===== src/inc/ccr_pkg.sv =====
package ccr_pkg;
  // Register indices; byte address is four times the index
  localparam logic [5:0]  IDX_CHOP     = 6'h06;
  localparam logic [5:0]  IDX_SPARE_A  = 6'h07;
  localparam logic [5:0]  IDX_SPARE_B  = 6'h08;
  localparam logic [5:0]  IDX_CH_CFG   = 6'h09;
  localparam logic [5:0]  IDX_OCAL_HI  = 6'h0A;
  localparam logic [5:0]  IDX_OCAL_LO  = 6'h0B;
  localparam logic [5:0]  IDX_STATUS   = 6'h1F;
  localparam int          ADDR_W       = 8;
  localparam int          IDX_LSB      = 2;
  localparam int          IDX_MSB      = 7;

  // Writable bit masks
  localparam logic [15:0] MASK_CHOP    = 16'hFFFF;
  localparam logic [15:0] MASK_SPARE_A = 16'hFFFF;
  localparam logic [15:0] MASK_SPARE_B = 16'hFF0F;
  localparam logic [15:0] MASK_CH_CFG  = 16'hFFC7;
  localparam logic [15:0] MASK_OCAL_HI = 16'hFFFF;
  localparam logic [15:0] MASK_OCAL_LO = 16'hFF00;

  localparam logic [15:0] RST_CHOP     = 16'h0600;
  localparam logic [15:0] RST_ZERO     = 16'h0000;

  // Field positions
  localparam int          DLY_MSB      = 12;
  localparam int          DLY_LSB      = 9;
  localparam int          EN_BIT       = 8;
  localparam int          SEL_MSB      = 1;
  localparam int          SEL_LSB      = 0;
  localparam int          OLO_MSB      = 15;
  localparam int          OLO_LSB      = 8;
  localparam int          STAT_SETTLE  = 0;
  localparam int          STAT_EN      = 1;

  // Delay length: 2 modulator periods shifted left by the code
  localparam int          DLY_W        = 17;
  localparam logic [16:0] DLY_BASE     = 17'h00002;
  localparam logic [16:0] DLY_ONE      = 17'h00001;

  // Modulator clock as an enable pulse derived from the bus clock
  localparam int          CLK_PERIOD_NS = 40;
  localparam int          MOD_PERIOD_NS = 160;
  localparam int          MOD_DIV       = (MOD_PERIOD_NS / CLK_PERIOD_NS < 1) ? 1 :
                                          MOD_PERIOD_NS / CLK_PERIOD_NS;
  localparam logic [7:0]  MOD_DIV_LAST  = 8'(MOD_DIV - 1);

  localparam logic [1:0]  RESP_OKAY    = 2'h0;
  localparam logic [1:0]  RESP_SLVERR  = 2'h2;

  typedef enum logic [0:0] {
    CCR_IDLE = 1'b0,
    CCR_WAIT = 1'b1
  } ccr_seq_t;
endpackage


===== src/hdl/ccr_regs.sv =====
// Local design decision: the AXI4-Lite interface to the registers.
`timescale 1ns/1ns
module ccr_regs (
  input  wire logic                 aclk,              // Bus clock, 25 MHz
  input  wire logic                 aresetn,           // Synchronous reset
  input  wire logic [7:0]           s_axi_awaddr,      // Write address
  input  wire logic                 s_axi_awvalid,     // Write address valid
  output logic                      s_axi_awready,     // Write address ready
  input  wire logic [31:0]          s_axi_wdata,       // Write data
  input  wire logic [3:0]           s_axi_wstrb,       // Write strobes
  input  wire logic                 s_axi_wvalid,      // Write data valid
  output logic                      s_axi_wready,      // Write data ready
  output logic [1:0]                s_axi_bresp,       // Write response
  output logic                      s_axi_bvalid,      // Write response valid
  input  wire logic                 s_axi_bready,      // Write response ready
  input  wire logic [7:0]           s_axi_araddr,      // Read address
  input  wire logic                 s_axi_arvalid,     // Read address valid
  output logic                      s_axi_arready,     // Read address ready
  output logic [31:0]               s_axi_rdata,       // Read data
  output logic [1:0]                s_axi_rresp,       // Read response
  output logic                      s_axi_rvalid,      // Read data valid
  input  wire logic                 s_axi_rready,      // Read data ready
  input  wire logic                 chop_phase_start,  // Chop phase begins, pulse
  input  wire logic signed [23:0]   conv_data,         // Raw channel result
  input  wire logic                 conv_valid,        // Raw result strobe
  output logic [1:0]                first_input_select,// Input mux code
  output logic                      chop_switch_on,    // Global chop enabled
  output logic                      chop_settling,     // Settle delay running
  output logic                      measure_start,     // Settle done, pulse
  output logic signed [23:0]        corr_data,         // Offset-corrected result
  output logic                      corr_valid         // Corrected result strobe
);

  typedef struct packed {
    logic                 awready;
    logic                 wready;
    logic                 bvalid;
    logic [1:0]           bresp;
    logic [5:0]           widx;
    logic [15:0]          wd;
    logic [1:0]           ws;
    logic                 arready;
    logic                 rvalid;
    logic [1:0]           rresp;
    logic [31:0]          rdata;
    logic [15:0]          chop_cfg;
    logic [15:0]          spare_a;
    logic [15:0]          spare_b;
    logic [15:0]          ch_cfg;
    logic [15:0]          ocal_hi;
    logic [15:0]          ocal_lo;
    // Settle sequencer
    ccr_pkg::ccr_seq_t    seq;
    logic [16:0]          dcnt;
    logic [7:0]           tdiv;
    logic                 mod_tick;
    logic                 mstart;
    logic [1:0]           sel;
    logic                 chop_on;
    logic                 settling;
    // Offset datapath
    logic signed [23:0]   corr;
    logic                 corr_valid;
  } ccr_state_t;

  localparam ccr_state_t RST_STATE = '{
    awready: 1'b1, wready: 1'b1, bvalid: 1'b0, bresp: ccr_pkg::RESP_OKAY,
    widx: 6'h00, wd: 16'h0000, ws: 2'h0, arready: 1'b1, rvalid: 1'b0,
    rresp: ccr_pkg::RESP_OKAY, rdata: 32'h00000000,
    chop_cfg: ccr_pkg::RST_CHOP, spare_a: ccr_pkg::RST_ZERO,
    spare_b: ccr_pkg::RST_ZERO, ch_cfg: ccr_pkg::RST_ZERO,
    ocal_hi: ccr_pkg::RST_ZERO, ocal_lo: ccr_pkg::RST_ZERO,
    seq: ccr_pkg::CCR_IDLE, dcnt: 17'h00000, tdiv: 8'h00, mod_tick: 1'b0,
    mstart: 1'b0, sel: 2'h0, chop_on: 1'b0, settling: 1'b0,
    corr: 24'sh000000, corr_valid: 1'b0};

  ccr_state_t s_r;
  ccr_state_t s_nxt;

  // Byte lanes and the fixed-zero bits both gate each write
  function automatic logic [15:0] wr_merge(input logic [15:0] old, input logic [15:0] d,
                                           input logic [1:0] st, input logic [15:0] m);
    logic [15:0] bm;
    bm = {{8{st[1]}}, {8{st[0]}}} & m;
    return (old & ~bm) | (d & bm);
  endfunction

  // Status index is read-only; its writes answer OKAY and change nothing
  function automatic logic mapped(input logic [5:0] idx);
    return idx == ccr_pkg::IDX_CHOP || idx == ccr_pkg::IDX_SPARE_A ||
           idx == ccr_pkg::IDX_SPARE_B || idx == ccr_pkg::IDX_CH_CFG ||
           idx == ccr_pkg::IDX_OCAL_HI || idx == ccr_pkg::IDX_OCAL_LO ||
           idx == ccr_pkg::IDX_STATUS;
  endfunction

  logic [5:0]         ridx;
  logic [15:0]        rval;
  logic signed [23:0] offset;

  always_comb begin
    ridx = s_axi_araddr[ccr_pkg::IDX_MSB:ccr_pkg::IDX_LSB];
    case (ridx)
      ccr_pkg::IDX_CHOP:    rval = s_r.chop_cfg;
      ccr_pkg::IDX_SPARE_A: rval = s_r.spare_a;
      ccr_pkg::IDX_SPARE_B: rval = s_r.spare_b;
      ccr_pkg::IDX_CH_CFG:  rval = s_r.ch_cfg;
      ccr_pkg::IDX_OCAL_HI: rval = s_r.ocal_hi;
      ccr_pkg::IDX_OCAL_LO: rval = s_r.ocal_lo;
      ccr_pkg::IDX_STATUS: begin
        rval = ccr_pkg::RST_ZERO;
        rval[ccr_pkg::STAT_SETTLE] = s_r.settling;
        rval[ccr_pkg::STAT_EN] = s_r.chop_on;
      end
      default:              rval = ccr_pkg::RST_ZERO;
    endcase
  end

  // Upper register then upper byte of the lower one, taken as signed
  assign offset = {s_r.ocal_hi, s_r.ocal_lo[ccr_pkg::OLO_MSB:ccr_pkg::OLO_LSB]};

  always_comb begin
    s_nxt = s_r;
    s_nxt.mod_tick = 1'b0;
    s_nxt.mstart = 1'b0;
    s_nxt.corr_valid = 1'b0;

    // Write address and data are taken in either order
    if (s_axi_awvalid && s_r.awready) begin
      s_nxt.awready = 1'b0;
      s_nxt.widx = s_axi_awaddr[ccr_pkg::IDX_MSB:ccr_pkg::IDX_LSB];
    end
    if (s_axi_wvalid && s_r.wready) begin
      s_nxt.wready = 1'b0;
      s_nxt.wd = s_axi_wdata[15:0];
      s_nxt.ws = s_axi_wstrb[1:0];
    end
    if (!s_r.awready && !s_r.wready && !s_r.bvalid) begin
      s_nxt.bvalid = 1'b1;
      s_nxt.bresp = mapped(s_r.widx) ? ccr_pkg::RESP_OKAY : ccr_pkg::RESP_SLVERR;
      case (s_r.widx)
        ccr_pkg::IDX_CHOP:
          s_nxt.chop_cfg = wr_merge(s_r.chop_cfg, s_r.wd, s_r.ws, ccr_pkg::MASK_CHOP);
        ccr_pkg::IDX_SPARE_A:
          s_nxt.spare_a = wr_merge(s_r.spare_a, s_r.wd, s_r.ws, ccr_pkg::MASK_SPARE_A);
        ccr_pkg::IDX_SPARE_B:
          s_nxt.spare_b = wr_merge(s_r.spare_b, s_r.wd, s_r.ws, ccr_pkg::MASK_SPARE_B);
        ccr_pkg::IDX_CH_CFG:
          s_nxt.ch_cfg = wr_merge(s_r.ch_cfg, s_r.wd, s_r.ws, ccr_pkg::MASK_CH_CFG);
        ccr_pkg::IDX_OCAL_HI:
          s_nxt.ocal_hi = wr_merge(s_r.ocal_hi, s_r.wd, s_r.ws, ccr_pkg::MASK_OCAL_HI);
        ccr_pkg::IDX_OCAL_LO:
          s_nxt.ocal_lo = wr_merge(s_r.ocal_lo, s_r.wd, s_r.ws, ccr_pkg::MASK_OCAL_LO);
        default: ;
      endcase
    end
    if (s_r.bvalid && s_axi_bready) begin
      s_nxt.bvalid = 1'b0;
      s_nxt.awready = 1'b1;
      s_nxt.wready = 1'b1;
    end

    // One read in flight; address is refused until the data is taken
    if (s_axi_arvalid && s_r.arready) begin
      s_nxt.arready = 1'b0;
      s_nxt.rvalid = 1'b1;
      s_nxt.rdata = {16'h0000, rval};
      s_nxt.rresp = mapped(ridx) ? ccr_pkg::RESP_OKAY : ccr_pkg::RESP_SLVERR;
    end else if (s_r.rvalid && s_axi_rready) begin
      s_nxt.rvalid = 1'b0;
      s_nxt.arready = 1'b1;
    end

    // Modulator period enable
    if (s_r.tdiv == ccr_pkg::MOD_DIV_LAST) begin
      s_nxt.tdiv = 8'h00;
      s_nxt.mod_tick = 1'b1;
    end else begin
      s_nxt.tdiv = s_r.tdiv + 8'h01;
    end

    // Settle delay; dropping the enable aborts it
    case (s_r.seq)
      ccr_pkg::CCR_IDLE: begin
        if (chop_phase_start && s_r.chop_cfg[ccr_pkg::EN_BIT]) begin
          s_nxt.seq = ccr_pkg::CCR_WAIT;
          s_nxt.dcnt = ccr_pkg::DLY_W'(ccr_pkg::DLY_BASE <<
                       s_r.chop_cfg[ccr_pkg::DLY_MSB:ccr_pkg::DLY_LSB]);
        end
      end
      ccr_pkg::CCR_WAIT: begin
        if (!s_r.chop_cfg[ccr_pkg::EN_BIT]) begin
          s_nxt.seq = ccr_pkg::CCR_IDLE;
        end else if (s_r.mod_tick) begin
          if (s_r.dcnt == ccr_pkg::DLY_ONE) begin
            s_nxt.seq = ccr_pkg::CCR_IDLE;
            s_nxt.mstart = 1'b1;
          end else begin
            s_nxt.dcnt = s_r.dcnt - ccr_pkg::DLY_ONE;
          end
        end
      end
      default: s_nxt.seq = ccr_pkg::CCR_IDLE;
    endcase
    s_nxt.settling = s_nxt.seq == ccr_pkg::CCR_WAIT;

    // Select registered from the next value so the mux never sees a stale code
    s_nxt.sel = s_nxt.ch_cfg[ccr_pkg::SEL_MSB:ccr_pkg::SEL_LSB];
    s_nxt.chop_on = s_nxt.chop_cfg[ccr_pkg::EN_BIT];

    // Wraps on overflow, as the raw datapath does
    if (conv_valid) begin
      s_nxt.corr = conv_data - offset;
      s_nxt.corr_valid = 1'b1;
    end
  end

  always_ff @(posedge aclk) begin
    if (!aresetn) begin
      s_r <= RST_STATE;
    end else begin
      s_r <= s_nxt;
    end
  end

  assign s_axi_awready      = s_r.awready;
  assign s_axi_wready       = s_r.wready;
  assign s_axi_bvalid       = s_r.bvalid;
  assign s_axi_bresp        = s_r.bresp;
  assign s_axi_arready      = s_r.arready;
  assign s_axi_rvalid       = s_r.rvalid;
  assign s_axi_rresp        = s_r.rresp;
  assign s_axi_rdata        = s_r.rdata;
  assign first_input_select = s_r.sel;
  assign chop_switch_on     = s_r.chop_on;
  assign chop_settling      = s_r.settling;
  assign measure_start      = s_r.mstart;
  assign corr_data          = s_r.corr;
  assign corr_valid         = s_r.corr_valid;
endmodule


===== config.mk =====
export PLATFORM = sky130hd
export DESIGN_NAME = ccr_regs
export DESIGN_NICKNAME = d
export VERILOG_FILES = /design/src/inc/ccr_pkg.sv /design/src/hdl/ccr_regs.sv
export SDC_FILE = /design/constraint.sdc
export NUM_CORES = 1
export LEC_CHECK = 0
export ABC_AREA = 1
export BUFFER_PORTS_ARGS = -buffer_cell sky130_fd_sc_hd__buf_2
export CAP_MARGIN = 0
export CORE_AREA = 2 2 146 148
export CTS_CLUSTER_SIZE = 16
export DETAILED_ROUTE_END_ITERATION = 6
export DIE_AREA = 0 0 148 150
export PLACE_DENSITY = 0.73
export SYNTH_ARGS = -nofsm -noshare
export SYNTH_HDL_FRONTEND = slang
export SYNTH_SLANG_ARGS = --single-unit

===== constraint.sdc =====
create_clock -name aclk -period 4.8 [get_ports aclk]
set_clock_uncertainty 0.15 [all_clocks]
set_input_delay 0.96 -clock aclk [delete_from_list [all_inputs] [get_ports aclk]]
set_output_delay 0.96 -clock aclk [all_outputs]
set_load 0.005 [all_outputs]

; Word-level counts from Yosys, hierarchy flattened
; Cells that the tools add are included.
[word_totals]
register_bits = 198
in_bits = 85
output_inout_bits = 71
word_cells = 125
[op_classes]
addsub = 3
n_eq_ne = 20
shift = 1
mux = 19
n_bitwise = 22
n_reduce_logical = 34
[ops]
columns = cell, n
row1 = $and 16x16->16, 10
row2 = $pmux 16 s7, 1
row3 = $or 16x16->16, 6
row4 = $not 16->16, 4
row5 = $eq 6x4->1 const B, 8
row6 = $mux 18, 2
row7 = $pmux 18 s2, 1
row8 = $mux 17, 2
row9 = $mux 34, 1
row10 = $mux 16, 2
row11 = $eq 6x3->1 const B, 4
row12 = $sub 24x24->24, 1
row13 = $eq 17x1->1 const B, 1
row14 = $shl 2x4->17 const A, 1
row15 = $sub 17x1->17 const B, 1
row16 = $eq 6x5->1 const B, 2
row17 = $logic_or 1x1->1, 12
row18 = $reduce_and 2->1, 6
row19 = $mux 2, 5
row20 = $add 8x1->8 const B, 1
row21 = $eq 8x2->1 const B, 1
row22 = $logic_and 1x1->1, 8
row23 = $reduce_and 4->1, 2
row24 = $ne 2x2->1 const B, 3
row25 = 6 further kinds, 14

; Longest topological paths before layout
[logic_depth]
ltp_word = 8
depth_mapped = 14
depth_no_buf = 14

; Worst setup path before layout
; Ideal clock, no wire load.
[synth_path]
path_kind = input -> register
start = input conv_data[0]
end = register s_r, in the netlist corr_data[16]
setup_time_ns = 0.109
t_arrival_ns = 2.318
t_required_ns = 4.541
path_slack_ns = 2.223
cell_stages = 12
path_buffers = 0
cell_sequence = inv_1 -> ha_1 -> fa_1 -> nand3b_1 -> nand2_1 -> nand2_1 -> nand2_1 -> nand3_1 -> nand3_1 -> nand3_1 -> nand2_1 -> inv_1
[synth_via]
elab_chain_len = 1
[synth_lines]
columns = item, line_no
row1 = "start, declared", ccr_regs.sv:24  ; input wire logic signed [23:0] conv_data,
row2 = $sub 24x24->24, ccr_regs.sv:212  ; s_nxt.corr = conv_data - offset;
row3 = "end signal, assigned", ccr_regs.sv:221  ; s_r <= s_nxt;
row4 = "end, declared", ccr_regs.sv:77  ; ccr_state_t s_r;
; No other way between the ends.
; A chain may end at the register's enable or synchronous reset.

==> results.py <==
metrics = {
    "cts": {
        "worstSkewPairLatency_ps": 440,
        "clkTransAtPathRegs_ps": 70,
        "cts_hold_buffers": 0,
        "cts_resized": 0,
        "htree_levels": 4,
        "cts.sinks": 181,
        "cts_tree": "done",
        "cts_buffer_depth": 2,
        "cts_setup_buffers": 0,
        "cts_buffers": 17,
        "cts_root_buffer": "clkbuf_16",
    },
    "logic_synthesis": {
        "synth.most_common_cell": "nand2_1",
        "ys_async_sr_fraction_pct": 0,
        "synth_fa_ha_area_share_pct": 3.42,
        "yosys-top-cells-area": "dfxtp_1, nand2_1, nor2_1, inv_1, a21oi_1",
        "synth_top_family_by_area": "simple AND/OR/NAND/NOR gates",
        "syn_inst": 1493,
        "synth.ff_latch_count": 181,
        "synth_flop_cell": "dfxtp_1",
        "yosys_warnings": 0,
        "yosys.area_share.xor_xnor_pct": 0.954,
        "yosysSeqAreaShare_pct": 35.9,
        "syn_avg_cell_area_sq_um": 6.77,
        "synth-compound-area-share_pct": 16.1,
        "yosysUniqueCellTypes": 45,
        "synth_edf_count": 0,
        "synth_top_area_cell": "dfxtp_1",
        "synth_common_cells": "nand2_1, nor2_1, inv_1",
        "synthSimpleGateAreaFrac_pct": 28.7,
        "syn_area_sq_um": 10100,
        "synthMuxAreaShare_pct": 0,
        "post-synth-top-area-fraction_pct": 35.9,
    },
    "worst_setup_path": {
        "critical_path_class": "in -> reg",
        "regToRegSetupSlack_ps": 2510,
        "cpMaxStageDelayCell": "buf_2",
        "worstPathRequired_ps": 4990,
        "path_buf_inv": 3,
        "crit_chain": "buf_2 -> inv_2 -> buf_12 -> a211oi_1",
        "reg2regPathDepth": 7,
        "cp-startpoint": "aresetn",
        "critPathTopFamily": "buffers and inverters",
        "path_max_fanout": 55,
        "r2r-end": "s_r[45]",
        "cpPeakStageDelay_ps": 640,
        "critPathArrivalTime_ps": 2830,
        "endpoint_kind": "flop",
        "worstSetupStartpointType": "primary input",
        "r2r-start": "chop_settling",
        "cp.depth": 4,
    },
    "timing": {
        "drv_slew": 0,
        "tightest_slew_ps": 1060,
        "grt_setup_unrepaired": "no",
        "finalCritPeriodShare_pct": 54.9,
        "setup_slack_ps": 2160,
        "slew_headroom_pct": 29.0,
        "finalCriticalPeriod_ps": 2640,
        "setup-tns-final_ps": 0,
        "fmax_mhz": 379,
        "setup_violations": 0,
        "worst_hold_slack_ps": 302,
        "final_hold_viol_count": 0,
    },
    "power_and_ir_drop": {
        "power.density_nw_per_um2": 302,
        "fin_total_pwr_mw": 3.33,
        "vdd_drop_max_mv": 0.224,
        "leakage_nw": 5.14,
    },
    "routing": {
        "vias": 9301,
        "dr.pass1.iters": 4,
        "drtIter0Drc": 646,
        "drc": 0,
        "wire_per_inst_um": 14.4,
        "viasPerCell": 5.09,
        "wl_um": 26400,
        "ant_nets": 0,
    },
    "place": {
        "dp_hpwl_um": 19600,
        "dpl_cell_area_sq_um": 10400,
        "routabilityCongestion": 0.931,
        "dp.cells": 1797,
        "place.port_buffers": 115,
        "place_worst_setup_slack_ps": 1780,
    },
    "grt": {
        "grt_pass1_vias": 8309,
        "grt_max_degree": 56,
        "grt_overflow_total": 0,
        "antenna_found_initial": 0,
        "grt_util_all_layers_pct": 23.9,
        "grt_pass1_wl_um": 42200,
    },
    "worst_hold_path": {
        "hp-class": "reg -> reg",
    },
    "finish": {
        "fin_nets": 1653,
        "utilization_pct": 53.2,
        "fin_area_sq_um": 11000,
        "instances_no_fill": 1829,
        "n_fill_cell": 2104,
        "syn2layout_area_growth_pct": 9.05,
        "drive_gt1_share_pct": 13.3,
        "n_antenna_cell": 0,
    },
    "run_status": {
        "status": "complete, no violations",
    },
    "die": {
        "start_util_pct": 48.8,
        "core_area_sq_um": 20700,
        "die_area_sq_um": 22200,
        "die_x_um": 148,
        "die_y_um": 150,
        "num_rows": 53,
        "io_pins": 156,
    },
    "run": {
        "max_cap_violations": 0,
    },
}
-- cell type report --
class	instances	area, sq um	area share (%)
repair buffers	118	611	5.54
well taps	275	344	3.12
clock inverters	12	143	1.29
flip-flops and latches	181	3620	32.9
inverters	217	816	7.40
clock buffers	20	447	4.05
multi-input cells	1006	5030	45.7
-- where the power goes --
| part | internal [mW] | switching [mW] | total, mW |
|---|---|---|---|
| sequential | 1.54 | 0.0266 | 1.57 |
| combinational | 0.113 | 0.227 | 0.340 |
| clock | 0.791 | 0.626 | 1.42 |
-- placed cells by master, fill, tap and decap left out, types with 7 or more instances in the layout --
master / instances
o21ai_1: 16
a211oi_2: 12
nor2_1: 213
inv_1: 204
a211oi_1: 41
o21ai_0: 101
xor2_1: 7
nand2_1: 325
a21oi_1: 104
buf_2: 115
nand3_1: 55
nor3_1: 14
clkbuf_16: 17
inv_2: 11
conb_1: 18
dfxtp_1: 181
nand4_1: 14
ha_1: 26
-- logic make-up (layout without fill, tap and decap cells) --
group | count (synthesis) | after routing
other | 1 | 18
DFF | 181 | 181
and+or+nand+nor | 668 | 668
xor gates and xnor gates | 11 | 11
adders and majority gates | 27 | 27
buffers and inverters | 323 | 367
AOI/OAI and AO/OA | 282 | 282
-- worst min-delay path: stages (launching register included) --
cell     delay (ps)
dfxtp_1         300
inv_1            50
a21oi_1          50
-- worst min path at each step --
stage,from,end,slack [ps],cells after the start
after detailed placement,flop,flop,290,2
after global placement,flop,flop,290,2
after floorplan,flop,flop,270,2
final,flop,flop,300,2
after CTS,flop,flop,300,2
after global routing,flop,flop,320,2
-- routing by layer --
layer / up-vias / wire (um) / track usage (%)
li1: 4780 / - / -
met5: - / 0 / 0
met1: 4223 / 12200 / 33.0
met4: 0 / 455 / 6.95
met2: 270 / 12000 / 38.8
met3: 28 / 1630 / 3.84
Power figures use the tool's default switching activity.
